===== config.mk =====
export PLATFORM = sky130hd
export DESIGN_NAME = sbf_top
export DESIGN_NICKNAME = d
export VERILOG_FILES = /design/src/sbf_pkg.sv /design/src/sbf_top.sv /design/src/sbf_baud_gen.sv
export SDC_FILE = /design/constraint.sdc
export NUM_CORES = 1
export LEC_CHECK = 0
export BUFFER_PORTS_ARGS = -buffer_cell sky130_fd_sc_hd__buf_4
export CAP_MARGIN = 20
export CORE_MARGIN = 5
export CORE_UTILIZATION = 65
export CTS_CLUSTER_DIAMETER = 200
export DETAILED_ROUTE_END_ITERATION = 12
export GPL_TIMING_DRIVEN = 0
export PLACE_DENSITY_LB_ADDON = 0.1
export SLEW_MARGIN = 20
export SYNTH_ARGS = -nofsm -noshare
export SYNTH_HDL_FRONTEND = slang
export SYNTH_SLANG_ARGS = --single-unit

===== constraint.sdc =====
create_clock -name ref_clk -period 5.1 [get_ports ref_clk]
set_input_delay 1.02 -clock ref_clk [delete_from_list [all_inputs] [get_ports ref_clk]]
set_output_delay 1.02 -clock ref_clk [all_outputs]
set_load 0.005 [all_outputs]

===== src/sbf_pkg.sv =====
package sbf_pkg;

  // ***************************************************************
  // register offsets (byte addresses on the plain port)
  // ***************************************************************
  localparam logic [2:0] SBF_OFS_CTRL1 = 3'h0; // control_register_one
  localparam logic [2:0] SBF_OFS_CTRL2 = 3'h1; // control two: mode fault enable
  localparam logic [2:0] SBF_OFS_BAUD = 3'h2; // preselect and select fields
  localparam logic [2:0] SBF_OFS_STATUS = 3'h3; // serial_status
  localparam logic [2:0] SBF_OFS_DATA_HI = 3'h4; // data_high_byte
  localparam logic [2:0] SBF_OFS_DATA_LO = 3'h5; // data_low_byte
  localparam logic [2:0] SBF_OFS_IRQ_ST = 3'h6; // sticky event status
  localparam logic [2:0] SBF_OFS_IRQ_MASK = 3'h7; // event mask

  // ***************************************************************
  // field positions
  // ***************************************************************
  localparam int SBF_BIT_RXF = 7; // receive_complete_flag
  localparam int SBF_BIT_TXE = 5; // transmit_empty_flag
  localparam int SBF_BIT_MODE_FAULT_FLAG = 4; // mode_fault_flag
  localparam int SBF_BIT_MSTR = 4; // master select in control one
  localparam int SBF_BIT_SPE = 6; // enable in control one
  localparam int SBF_BIT_MFEN = 4; // mode_fault_enable in control two
  localparam int SBF_BAUD_PRE_LSB = 4; // preselect at bits 6:4
  localparam int SBF_BAUD_SEL_LSB = 0; // select at bits 2:0

  // ***************************************************************
  // reset values and counts
  // ***************************************************************
  localparam logic [7:0] SBF_RST_CTRL1 = 8'h04;
  localparam logic [7:0] SBF_RST_CTRL2 = 8'h00;
  localparam logic [7:0] SBF_RST_BAUD = 8'h00;
  localparam logic [7:0] SBF_RST_MASK = 8'h00;
  localparam int SBF_XFER_BITS = 8; // bits per transfer
  localparam int SBF_DIV_W = 12; // divisor up to 2048

  // baud fields carried together
  typedef struct packed {
    logic [2:0] pre;
    logic [2:0] sel;
  } sbf_baud_s;

endpackage


===== src/sbf_top.sv =====
`timescale 1ns/1ns
// Functional notes
// - divisor is (pre+1) times 2^(sel+1)
// - status always readable, writes ignored
// - bit 7 set when receive data lands
// - bit 5 shows transmit register empty
// - bit 4 set on select low as master
// - fault cleared by status read then control one write
// - serial clock is bus clock over divisor
// - baud change in master aborts transfer
// - receive flag cleared by status then low read
// - empty flag cleared by status then low write
module sbf_top
  import sbf_pkg::*;
(
  input wire logic ref_clk,
  input wire logic sys_rst,
  input wire logic [2:0] reg_addr,
  input wire logic [7:0] reg_wdata,
  input wire logic reg_wr,
  input wire logic reg_rd,
  output logic [7:0] reg_rdata,
  input wire logic ss_n_in,
  input wire logic miso_in,
  output logic mosi_out,
  output logic sck_out,
  output logic irq
);

  // ***************************************************************
  // registers and state
  // ***************************************************************
  typedef enum {SBF_IDLE, SBF_SHIFT} sbf_state_e;
  sbf_state_e state, next_state;
  logic [7:0] ctrl1, next_ctrl1; // control_register_one
  logic [7:0] ctrl2, next_ctrl2; // mode_fault_enable lives here
  sbf_baud_s baud, next_baud;
  logic rxf, next_rxf; // receive_complete_flag
  logic txe, next_txe; // transmit_empty_flag
  logic mode_fault_flag, next_mode_fault_flag; // mode_fault_flag
  logic rxf_armed, next_rxf_armed; // status seen with rxf set
  logic txe_armed, next_txe_armed;
  logic mode_fault_flag_armed, next_mode_fault_flag_armed;
  logic [7:0] tx_data, next_tx_data; // transmit data register
  logic [7:0] rx_data, next_rx_data; // receive data register
  logic [7:0] tx_hi, next_tx_hi; // high byte, unused in 8-bit width
  logic [7:0] shreg, next_shreg;
  logic [4:0] edges, next_edges; // half-period edges left
  logic sck, next_sck;
  logic [2:0] ev_st, next_ev_st; // sticky events: rx, tx, fault
  logic [2:0] ev_mask, next_ev_mask;
  logic [7:0] rdata, next_rdata;
  logic ss_d, next_ss_d; // previous select level
  logic tick;
  logic restart;
  logic master;
  logic [7:0] status;
  logic wr_baud_change;

  // ***************************************************************
  // baud generator
  // ***************************************************************
  sbf_baud_gen u_baud (
    .ref_clk(ref_clk),
    .sys_rst(sys_rst),
    .baud(baud),
    .restart(restart),
    .tick(tick)
  );

  // ***************************************************************
  // combinational next state
  // ***************************************************************
  always_comb
  begin
    master = ctrl1[SBF_BIT_MSTR] & ctrl1[SBF_BIT_SPE];
    status = 8'h00;
    status[SBF_BIT_RXF] = rxf;
    status[SBF_BIT_TXE] = txe;
    status[SBF_BIT_MODE_FAULT_FLAG] = mode_fault_flag;
    wr_baud_change = reg_wr && reg_addr == SBF_OFS_BAUD
      && (reg_wdata[6:4] != baud.pre || reg_wdata[2:0] != baud.sel);
    next_ctrl1 = ctrl1;
    next_ctrl2 = ctrl2;
    next_baud = baud;
    next_rxf = rxf;
    next_txe = txe;
    next_mode_fault_flag = mode_fault_flag;
    next_rxf_armed = rxf_armed;
    next_txe_armed = txe_armed;
    next_mode_fault_flag_armed = mode_fault_flag_armed;
    next_tx_data = tx_data;
    next_rx_data = rx_data;
    next_tx_hi = tx_hi;
    next_shreg = shreg;
    next_edges = edges;
    next_sck = sck;
    next_state = state;
    next_ev_mask = ev_mask;
    next_ss_d = ss_n_in;
    next_rdata = 8'h00;
    restart = 1'b0;
    // software clears first, hardware sets afterwards so sets win
    if (reg_rd)
    begin
      case (reg_addr)
        SBF_OFS_CTRL1: next_rdata = ctrl1;
        SBF_OFS_CTRL2: next_rdata = ctrl2;
        SBF_OFS_BAUD: next_rdata = {1'b0, baud.pre, 1'b0, baud.sel};
        SBF_OFS_STATUS:
        begin
          next_rdata = status;
          next_rxf_armed = rxf;
          next_txe_armed = txe;
          next_mode_fault_flag_armed = mode_fault_flag;
        end
        SBF_OFS_DATA_HI: next_rdata = 8'h00;
        SBF_OFS_DATA_LO:
        begin
          next_rdata = rx_data;
          if (rxf_armed)
          begin
            next_rxf = 1'b0;
            next_rxf_armed = 1'b0;
          end
        end
        SBF_OFS_IRQ_ST: next_rdata = {5'h00, ev_st};
        SBF_OFS_IRQ_MASK: next_rdata = {5'h00, ev_mask};
        default: next_rdata = 8'h00;
      endcase
    end
    if (reg_wr)
    begin
      case (reg_addr)
        SBF_OFS_CTRL1:
        begin
          next_ctrl1 = reg_wdata;
          if (mode_fault_flag_armed)
          begin
            next_mode_fault_flag = 1'b0;
            next_mode_fault_flag_armed = 1'b0;
          end
        end
        SBF_OFS_CTRL2: next_ctrl2 = reg_wdata;
        SBF_OFS_BAUD: next_baud = '{pre: reg_wdata[6:4], sel: reg_wdata[2:0]};
        SBF_OFS_DATA_HI: next_tx_hi = reg_wdata;
        SBF_OFS_DATA_LO:
        begin
          // writes while not empty are dropped
          if (txe && txe_armed)
          begin
            next_tx_data = reg_wdata;
            next_txe = 1'b0;
            next_txe_armed = 1'b0;
          end
        end
        SBF_OFS_IRQ_MASK: next_ev_mask = reg_wdata[2:0];
        default: ; // status: no effect; event status is cleared below
      endcase
    end
    // transfer engine
    case (state)
      SBF_IDLE:
      begin
        next_sck = 1'b0;
        if (master && !next_txe && !txe_armed)
        begin
          next_shreg = tx_data;
          next_txe = 1'b1;
          next_edges = 5'(2 * SBF_XFER_BITS);
          next_state = SBF_SHIFT;
          restart = 1'b1;
        end
      end
      SBF_SHIFT:
      begin
        if (tick)
        begin
          next_sck = ~sck;
          next_edges = edges - 5'h01;
          if (!sck)
          begin
            next_shreg = {shreg[6:0], miso_in};
          end
          if (edges == 5'h01)
          begin
            next_state = SBF_IDLE;
            // a clear in this same cycle lets the new byte land, set wins
            if (!next_rxf)
            begin
              next_rx_data = next_shreg;
              next_rxf = 1'b1;
            end
          end
        end
      end
      default: next_state = SBF_IDLE;
    endcase
    // baud change in master returns to idle
    if (master && wr_baud_change && state == SBF_SHIFT)
    begin
      next_state = SBF_IDLE;
      next_sck = 1'b0;
      restart = 1'b1;
    end
    // mode fault on falling select while master with detection on
    if (master && ctrl2[SBF_BIT_MFEN] && ss_d && !ss_n_in)
    begin
      next_mode_fault_flag = 1'b1;
      next_state = SBF_IDLE;
      next_sck = 1'b0;
      restart = 1'b1;
    end
    // sticky event bits, write one to clear, set wins
    next_ev_st = ev_st;
    if (reg_wr && reg_addr == SBF_OFS_IRQ_ST)
    begin
      next_ev_st = ev_st & ~reg_wdata[2:0];
    end
    next_ev_st = next_ev_st | {next_mode_fault_flag & ~mode_fault_flag, next_txe & ~txe, next_rxf & ~rxf};
  end

  // ***************************************************************
  // registers
  // ***************************************************************
  always_ff @(posedge ref_clk)
  begin
    if (sys_rst)
    begin
      state <= SBF_IDLE;
      ctrl1 <= SBF_RST_CTRL1;
      ctrl2 <= SBF_RST_CTRL2;
      baud <= '0;
      rxf <= 1'b0;
      txe <= 1'b1;
      mode_fault_flag <= 1'b0;
      rxf_armed <= 1'b0;
      txe_armed <= 1'b0;
      mode_fault_flag_armed <= 1'b0;
      tx_data <= 8'h00;
      rx_data <= 8'h00;
      tx_hi <= 8'h00;
      shreg <= 8'h00;
      edges <= 5'h00;
      sck <= 1'b0;
      ev_st <= 3'h0;
      ev_mask <= 3'h0;
      rdata <= 8'h00;
      ss_d <= 1'b1;
      irq <= 1'b0;
    end
    else
    begin
      state <= next_state;
      ctrl1 <= next_ctrl1;
      ctrl2 <= next_ctrl2;
      baud <= next_baud;
      rxf <= next_rxf;
      txe <= next_txe;
      mode_fault_flag <= next_mode_fault_flag;
      rxf_armed <= next_rxf_armed;
      txe_armed <= next_txe_armed;
      mode_fault_flag_armed <= next_mode_fault_flag_armed;
      tx_data <= next_tx_data;
      rx_data <= next_rx_data;
      tx_hi <= next_tx_hi;
      shreg <= next_shreg;
      edges <= next_edges;
      sck <= next_sck;
      ev_st <= next_ev_st;
      ev_mask <= next_ev_mask;
      rdata <= next_rdata;
      ss_d <= next_ss_d;
      irq <= |(next_ev_st & next_ev_mask);
    end
  end

  assign reg_rdata = rdata;
  assign sck_out = sck;
  assign mosi_out = shreg[7];

endmodule


===== src/sbf_baud_gen.sv =====
`timescale 1ns/1ns
// ***************************************************************
// serial clock half-period generator
// ***************************************************************
module sbf_baud_gen
  import sbf_pkg::*;
(
  input wire logic ref_clk,
  input wire logic sys_rst,
  input wire sbf_baud_s baud,
  input wire logic restart,
  output logic tick
);

  logic [SBF_DIV_W-1:0] divisor; // full baud divisor
  logic [SBF_DIV_W-1:0] half; // half period in bus cycles
  logic [SBF_DIV_W-1:0] cnt;
  logic [SBF_DIV_W-1:0] next_cnt;
  logic next_tick;

  // divisor = (pre + 1) * 2^(sel + 1), 2 up to 2048
  always_comb
  begin
    // select widened first: a 3-bit sum would wrap to zero at seven
    divisor = SBF_DIV_W'((({9'h000, baud.pre} + 12'h001) << ({1'b0, baud.sel} + 4'h1)));
    half = divisor >> 1;
  end

  // count one half period, restart on transfer start or abort
  always_comb
  begin
    next_tick = 1'b0;
    if (restart)
    begin
      next_cnt = '0;
    end
    else if (cnt + 12'h001 >= half)
    begin
      next_cnt = '0;
      next_tick = 1'b1;
    end
    else
    begin
      next_cnt = cnt + 12'h001;
    end
  end

  // register only
  always_ff @(posedge ref_clk)
  begin
    if (sys_rst)
    begin
      cnt <= '0;
      tick <= 1'b0;
    end
    else
    begin
      cnt <= next_cnt;
      tick <= next_tick;
    end
  end

endmodule


; Word-level counts from Yosys, hierarchy flattened
; Index checks and enable logic that the tools add are counted.
; Widths: inputs -> output; s select.
[classes]
n_addsub = 4
order_cmp = 1
eq_ne = 15
shifts = 1
mux = 48
bitwise_logic = 14
reduce_logical = 33
[ops]
columns = cell, count
row1 = $mux 32, 3
row2 = $pmux 32 s2, 1
row3 = $pmux 8 s8, 1
row4 = $eq 32x1->1 const B, 1
row5 = $eq 32x2->1 const B, 1
row6 = $logic_not 32->1, 1
row7 = $mux 1, 31
row8 = $mux 8, 3
row9 = $pmux 8 s2, 1
row10 = $add 12x1->12 const B, 1
row11 = $eq 3x3->1 const B, 4
row12 = $ge 12x11->1, 1
row13 = $shl 12x4->12, 1
row14 = $logic_and 1x1->1, 11
row15 = $mux 5, 2
row16 = $pmux 5 s2, 1
row17 = $reduce_and 2->1, 5
row18 = $mux 3, 3
row19 = $reduce_and 3->1, 3
row20 = $reduce_or 3->1, 3
row21 = $add 3x1->4 const B, 2
row22 = $and 3x3->3, 2
row23 = $eq 3x2->1 const B, 2
row24 = $ne 3x3->1, 2
row25 = other kinds (16), 30
[word_totals]
ff_bits = 119
input_bits = 17
output_inout_bits = 11
wordCells = 139

; Logic depth before layout (Yosys ltp)
[depth]
depth_word = 13
mapped_depth = 14
mapped_depth_nobuf = 12

; Cells and area by module
; From an unflattened synthesis, not the netlist that was laid out.
[hier_totals]
hier_cells = 517
hier_area_um2 = 4419.2
[modules_own_cells]
columns = mod, n_inst, cells_each, area_each_um2, seq_area_each_um2
row1 = sbf_top, 1, 396, 3392.0, 1501.4
row2 = sbf_baud_gen, 1, 121, 1027.2, 260.2

; Least setup slack after synthesis
; No wires, ideal clock.
[synth_timing]
kind = register to register
from = register, netlist name baud[1]
to = register u_baud.cnt[10]
setup_time_ns = 0.073
arrival_ns = 2.664
required_ns = 5.027
setup_slack_ns = 2.364
stages_incl_launch_ff = 15
path_buffers = 2
synth_period_minus_slack_ns = 2.736
path_cell_list = dfxtp_1 > ha_1 > buf_2 > nand2_1 > o21ai_0 > o21ai_0 > a21boi_0 > o21a_1 > ha_1 > a21o_1 > a21oi_1 > o21a_1 > o211ai_1 > clkbuf_4 > nor3b_2
[synth_between]
elab_chain_cells = 8
word_cells_on_any_way = 11
classes_between = 1 x add/sub / 1 x order compare / 1 x eq/ne / 1 x shift / 2 x mux / 5 x reduce/logical
[synth_lines]
columns = element, line_no
row1 = branches (longest 7 deep; another with $ge 12x11->1), n/a
row2 = $reduce_or 3->1 (no line) (*), n/a
row3 = "end signal, assigned", sbf_baud_gen.sv:58  ; cnt <= next_cnt;
row4 = "end, declared", sbf_baud_gen.sv:17  ; logic [SBF_DIV_W-1:0] cnt;
; Every way passes the cells marked *.
; A chain may end at the register's enable or synchronous reset.

; Worst setup path in the final report
[layout_timing]
from = register, netlist name baud[1]
to = register u_baud.cnt[9]
[layout_between]
elab_chain_cells = 8
word_cells_on_any_way = 11
classes_between = 1 x add/sub / 1 x order compare / 1 x eq/ne / 1 x shift / 2 x mux / 5 x reduce/logical
[layout_lines]
columns = element
row1 = branches (longest 7 deep; another with $ge 12x11->1)
row2 = $reduce_or 3->1 (no line) (*)
; Marked as above.

==> parameters.txt <==
Parameter                              Value

Timing
  Worst slew pin tran    0.628 ns
  Clock period minus worst slack    3.37 ns
  Final number of max-transition violations    0
  Final Skew    0.00962 ns
  Final-layout setup total negative slack    0 ns
  Final Hold Violating Endpoints    0
  Final-report setup violation count    0
  Relative max-transition margin    58.1%
  Period utilisation layout    66.1%
  Slack of the critical path    1.73 ns
  Setup repair after global routing missed its margin    false
  Achievable clock frequency    0.296 GHz

Floorplan
  Height of the die    94.6 um
  Die X-Extent    94.6 um
  Boundary pin count    28
  Die Outline Area    8950 sq um
  Floorplan Core Area    6870 sq um
  Row count    30
  Starting utilization of the core area    67.8%

Clock tree
  Post-CTS Setup Bufs    0
  Latest clock arrival within the worst-skew pair    0.35 ns
  Max clock buf depth    2
  Clk root buf    clkbuf_8
  Cells resized by post-CTS repair    0
  Number of hold-repair buffers added at the cts stage    0
  H-tree depth    3
  CTS tree    yes
  TritonCTS buffer count    9
  Number of sinks on the clock net    88
  Clock transition at path regs    0.08 ns

Setup path
  Kind of cell adding the most delay to the critical path    compound AO/OA/AOI/OAI gates
  Element type at the critical path end    register
  Logic depth of the worst register-to-register path    14
  CP max FO    10
  Required time of the worst setup path    5.38 ns
  Crit Path Class    reg -> reg
  Capture point of the worst reg-to-reg path    u_baud.cnt[9]
  Critical-path cell with the highest stage delay    o21ai_0
  Largest stage delay on the critical path    0.49 ns
  Arrival @ worst endpoint    3.65 ns
  R2R Setup Slk    1.73 ns
  Number of buffer and inverter stages on the critical path    2
  Source of the worst register-to-register timing path    baud[1]
  Element type at the critical path start    register
  List of cells traversed by the critical path    ha_1 > buf_2 > nand2_1 > o21ai_0 > o21ai_0 > a21boi_0 > o21a_1 > ha_1 > a21o_1 > a21oi_1 > o21a_1 > o211ai_1 > clkbuf_4 > nor3b_2

Route
  Vias after detailed routing    4126
  Drt via density    6.02
  Antenna violation net count after detailed routing    0
  Final wirelength    11800 um
  Drt first-iter violations    363
  WL/cell    17.2 um
  DRC violations left    0
  Detailed Routing Iterations Pass 1    6

Power and ir drop
  Leakage power of the design    1.97 nW
  VDD IR max    274 uV
  Total power divided by cell area    259 nW/um^2

Synthesis
  Count of flip-flops with a built-in enable after synthesis    0
  Post-synthesis async set-or-reset flop share    0%
  Post-synthesis cell area    4660 sq um
  Count of state elements after synthesis    88
  Share of the yosys chip area belonging to registers    37.8%
  Net count after synthesis    584
  Synth cell types    64
  Average cell area after synthesis    8.45 sq um
  Number of cells produced by synthesis    551
  Top FF cell, synth    dfxtp_1
  Warnings from Yosys    0

Flow run
  Max-cap viol count    0

Hold path
  Hold-critical path depth    2
  Worst min-delay path category    reg -> reg
  Launch instance of the worst min-delay path    ctrl2[3]
  Worst-case hold path end point    ctrl2[3]

Global route
  Wire length of the first global-routing pass    19100 um
  Total congestion overflow after global routing    0
  Via count of the first global-routing pass    3943
  Initial antenna violation count    0
  Aggregate global-route resource usage    27.6%
  Largest net degree at the start of global routing    14

Status
  Result of the run    finished clean

Placed design
  HPWL Detailed    8700 um
  Global placer's final weighted congestion    0.934
  Cell count after placement    671
  Worst setup slack after placement    1.81 ns
  Number of buffers added on ports    24

Final layout
  Diode insertion count for antenna repair    0
  Area delta synth->final    10.9%
  # nets final    619
  Fraction of layout cells with a size suffix above 1    15.1%
  Non-filler instance count after layout    685
-- synth_stat cells, drive strengths merged, types with 13 or more instances --
cell	count	area share (%)
buf	25	3.5
nand2	73	5.9
nor2	75	6.1
o21ai	21	2.3
ha	16	4.3
mux2i	28	6.0
a211oi	17	3.0
a21oi	40	4.3
inv	13	1.0
dfxtp	88	38
-- cells in the final DEF (no fill, tap or decap), drive strengths merged, types with 8 or more instances in the layout --
| master | instances |
|---|---|
| dfxtp | 88 |
| nor2 | 75 |
| nand2 | 73 |
| buf | 49 |
| a21oi | 40 |
| mux2i | 28 |
| clkbuf | 23 |
| o21ai | 21 |
| a211oi | 17 |
| ha | 16 |
| inv | 13 |
| xnor2 | 12 |
| nand3 | 12 |
| xor2 | 9 |
| nor3b | 9 |
| nor3 | 8 |
-- stage by stage --
| stage | utilization (%) | hold WS, ns | area, sq um | total power, W |
|---|---|---|---|---|
| 2_1_floorplan | - | 0.433 | 4660 | 0.000790 |
| 3_3_place_gp | 72.1 | 0.442 | 4960 | 0.000829 |
| 3_5_place_dp | 72.1 | 0.456 | 4960 | 0.000832 |
| 4_1_cts | 75.2 | 0.470 | 5160 | 0.00134 |
| 5_1_grt | 75.2 | 0.489 | 5160 | 0.00138 |
| 6_report | 75.2 | 0.466 | 5160 | 0.00134 |
-- worst max path at each step --
stage | from | to | cells after the start
6_report | baud[1] | u_baud.cnt[9] | 14
5_1_grt | baud[1] | u_baud.cnt[9] | 14
4_1_cts | baud[1] | u_baud.cnt[9] | 14
3_5_place_dp | baud[1] | u_baud.cnt[9] | 14
3_3_place_gp | baud[1] | u_baud.cnt[8] | 13
2_1_floorplan | baud[1] | u_baud.cnt[10] | 14
-- tightest hold or removal path, stage by stage (launching register included) --
cell and delay (ns):
dfxtp_1 0.32, nand2_1 0.05, a21oi_1 0.05
-- area by class of cell --
cell class / count / area [sq um]
repair buffers: 24 / 180
clock inverters: 3 / 67.6
plain buffers: 37 / 211
fillers: 509 / 1700
multi-input cells: 413 / 2630
flip-flops and latches: 88 / 1760
well taps: 96 / 120
clock buffers: 11 / 141
inverters: 13 / 48.8
-- sequential cells by signal (all words and copies together) (netlist names) --
register / count
reg_rdata: 8
rx_data: 8
ev_mask: 3
u_baud.tick: 1
tx_data: 8
shreg: 8
ctrl1: 8
ev_st: 3
state: 1
mode_fault_flag: 1
mode_fault_flag_armed: 1
rxf: 1
rxf_armed: 1
ss_d: 1
txe: 1
sck_out: 1
irq: 1
txe_armed: 1
edges: 5
ctrl2: 8
baud: 6
u_baud.cnt: 12
-- logic make-up after synthesis --
logic type	Yosys count	share of synthesized area, %
muxes	32	6.99
AOI/OAI and AO/OA	120	17.1
and+or+nand+nor	223	24.2
other	1	0.0805
adders and majority gates	16	4.30
xor gates and xnor gates	21	3.95
DFF	88	37.8
buffers and inverters	50	5.59
-- power by group --
group	total, W	switching [W]	leakage, nW	internal (W)
Clock	0.000517	0.000233	0.101	0.000284
Sequential	0.000702	0.00000660	0.711	0.000695
Combinational	0.000117	0.0000732	1.16	0.0000440
-- per-layer routing --
metal | global-route usage, % | share of wire [%] | vias up
met1 | 35.7 | 43 | 1927
li1 | - | - | 1985
met4 | 12.0 | 3.1 | 0
met3 | 6.45 | 8.3 | 30
met5 | 0 | 0 | -
met2 | 44.0 | 45 | 184
(Power assumes the default switching activity.)
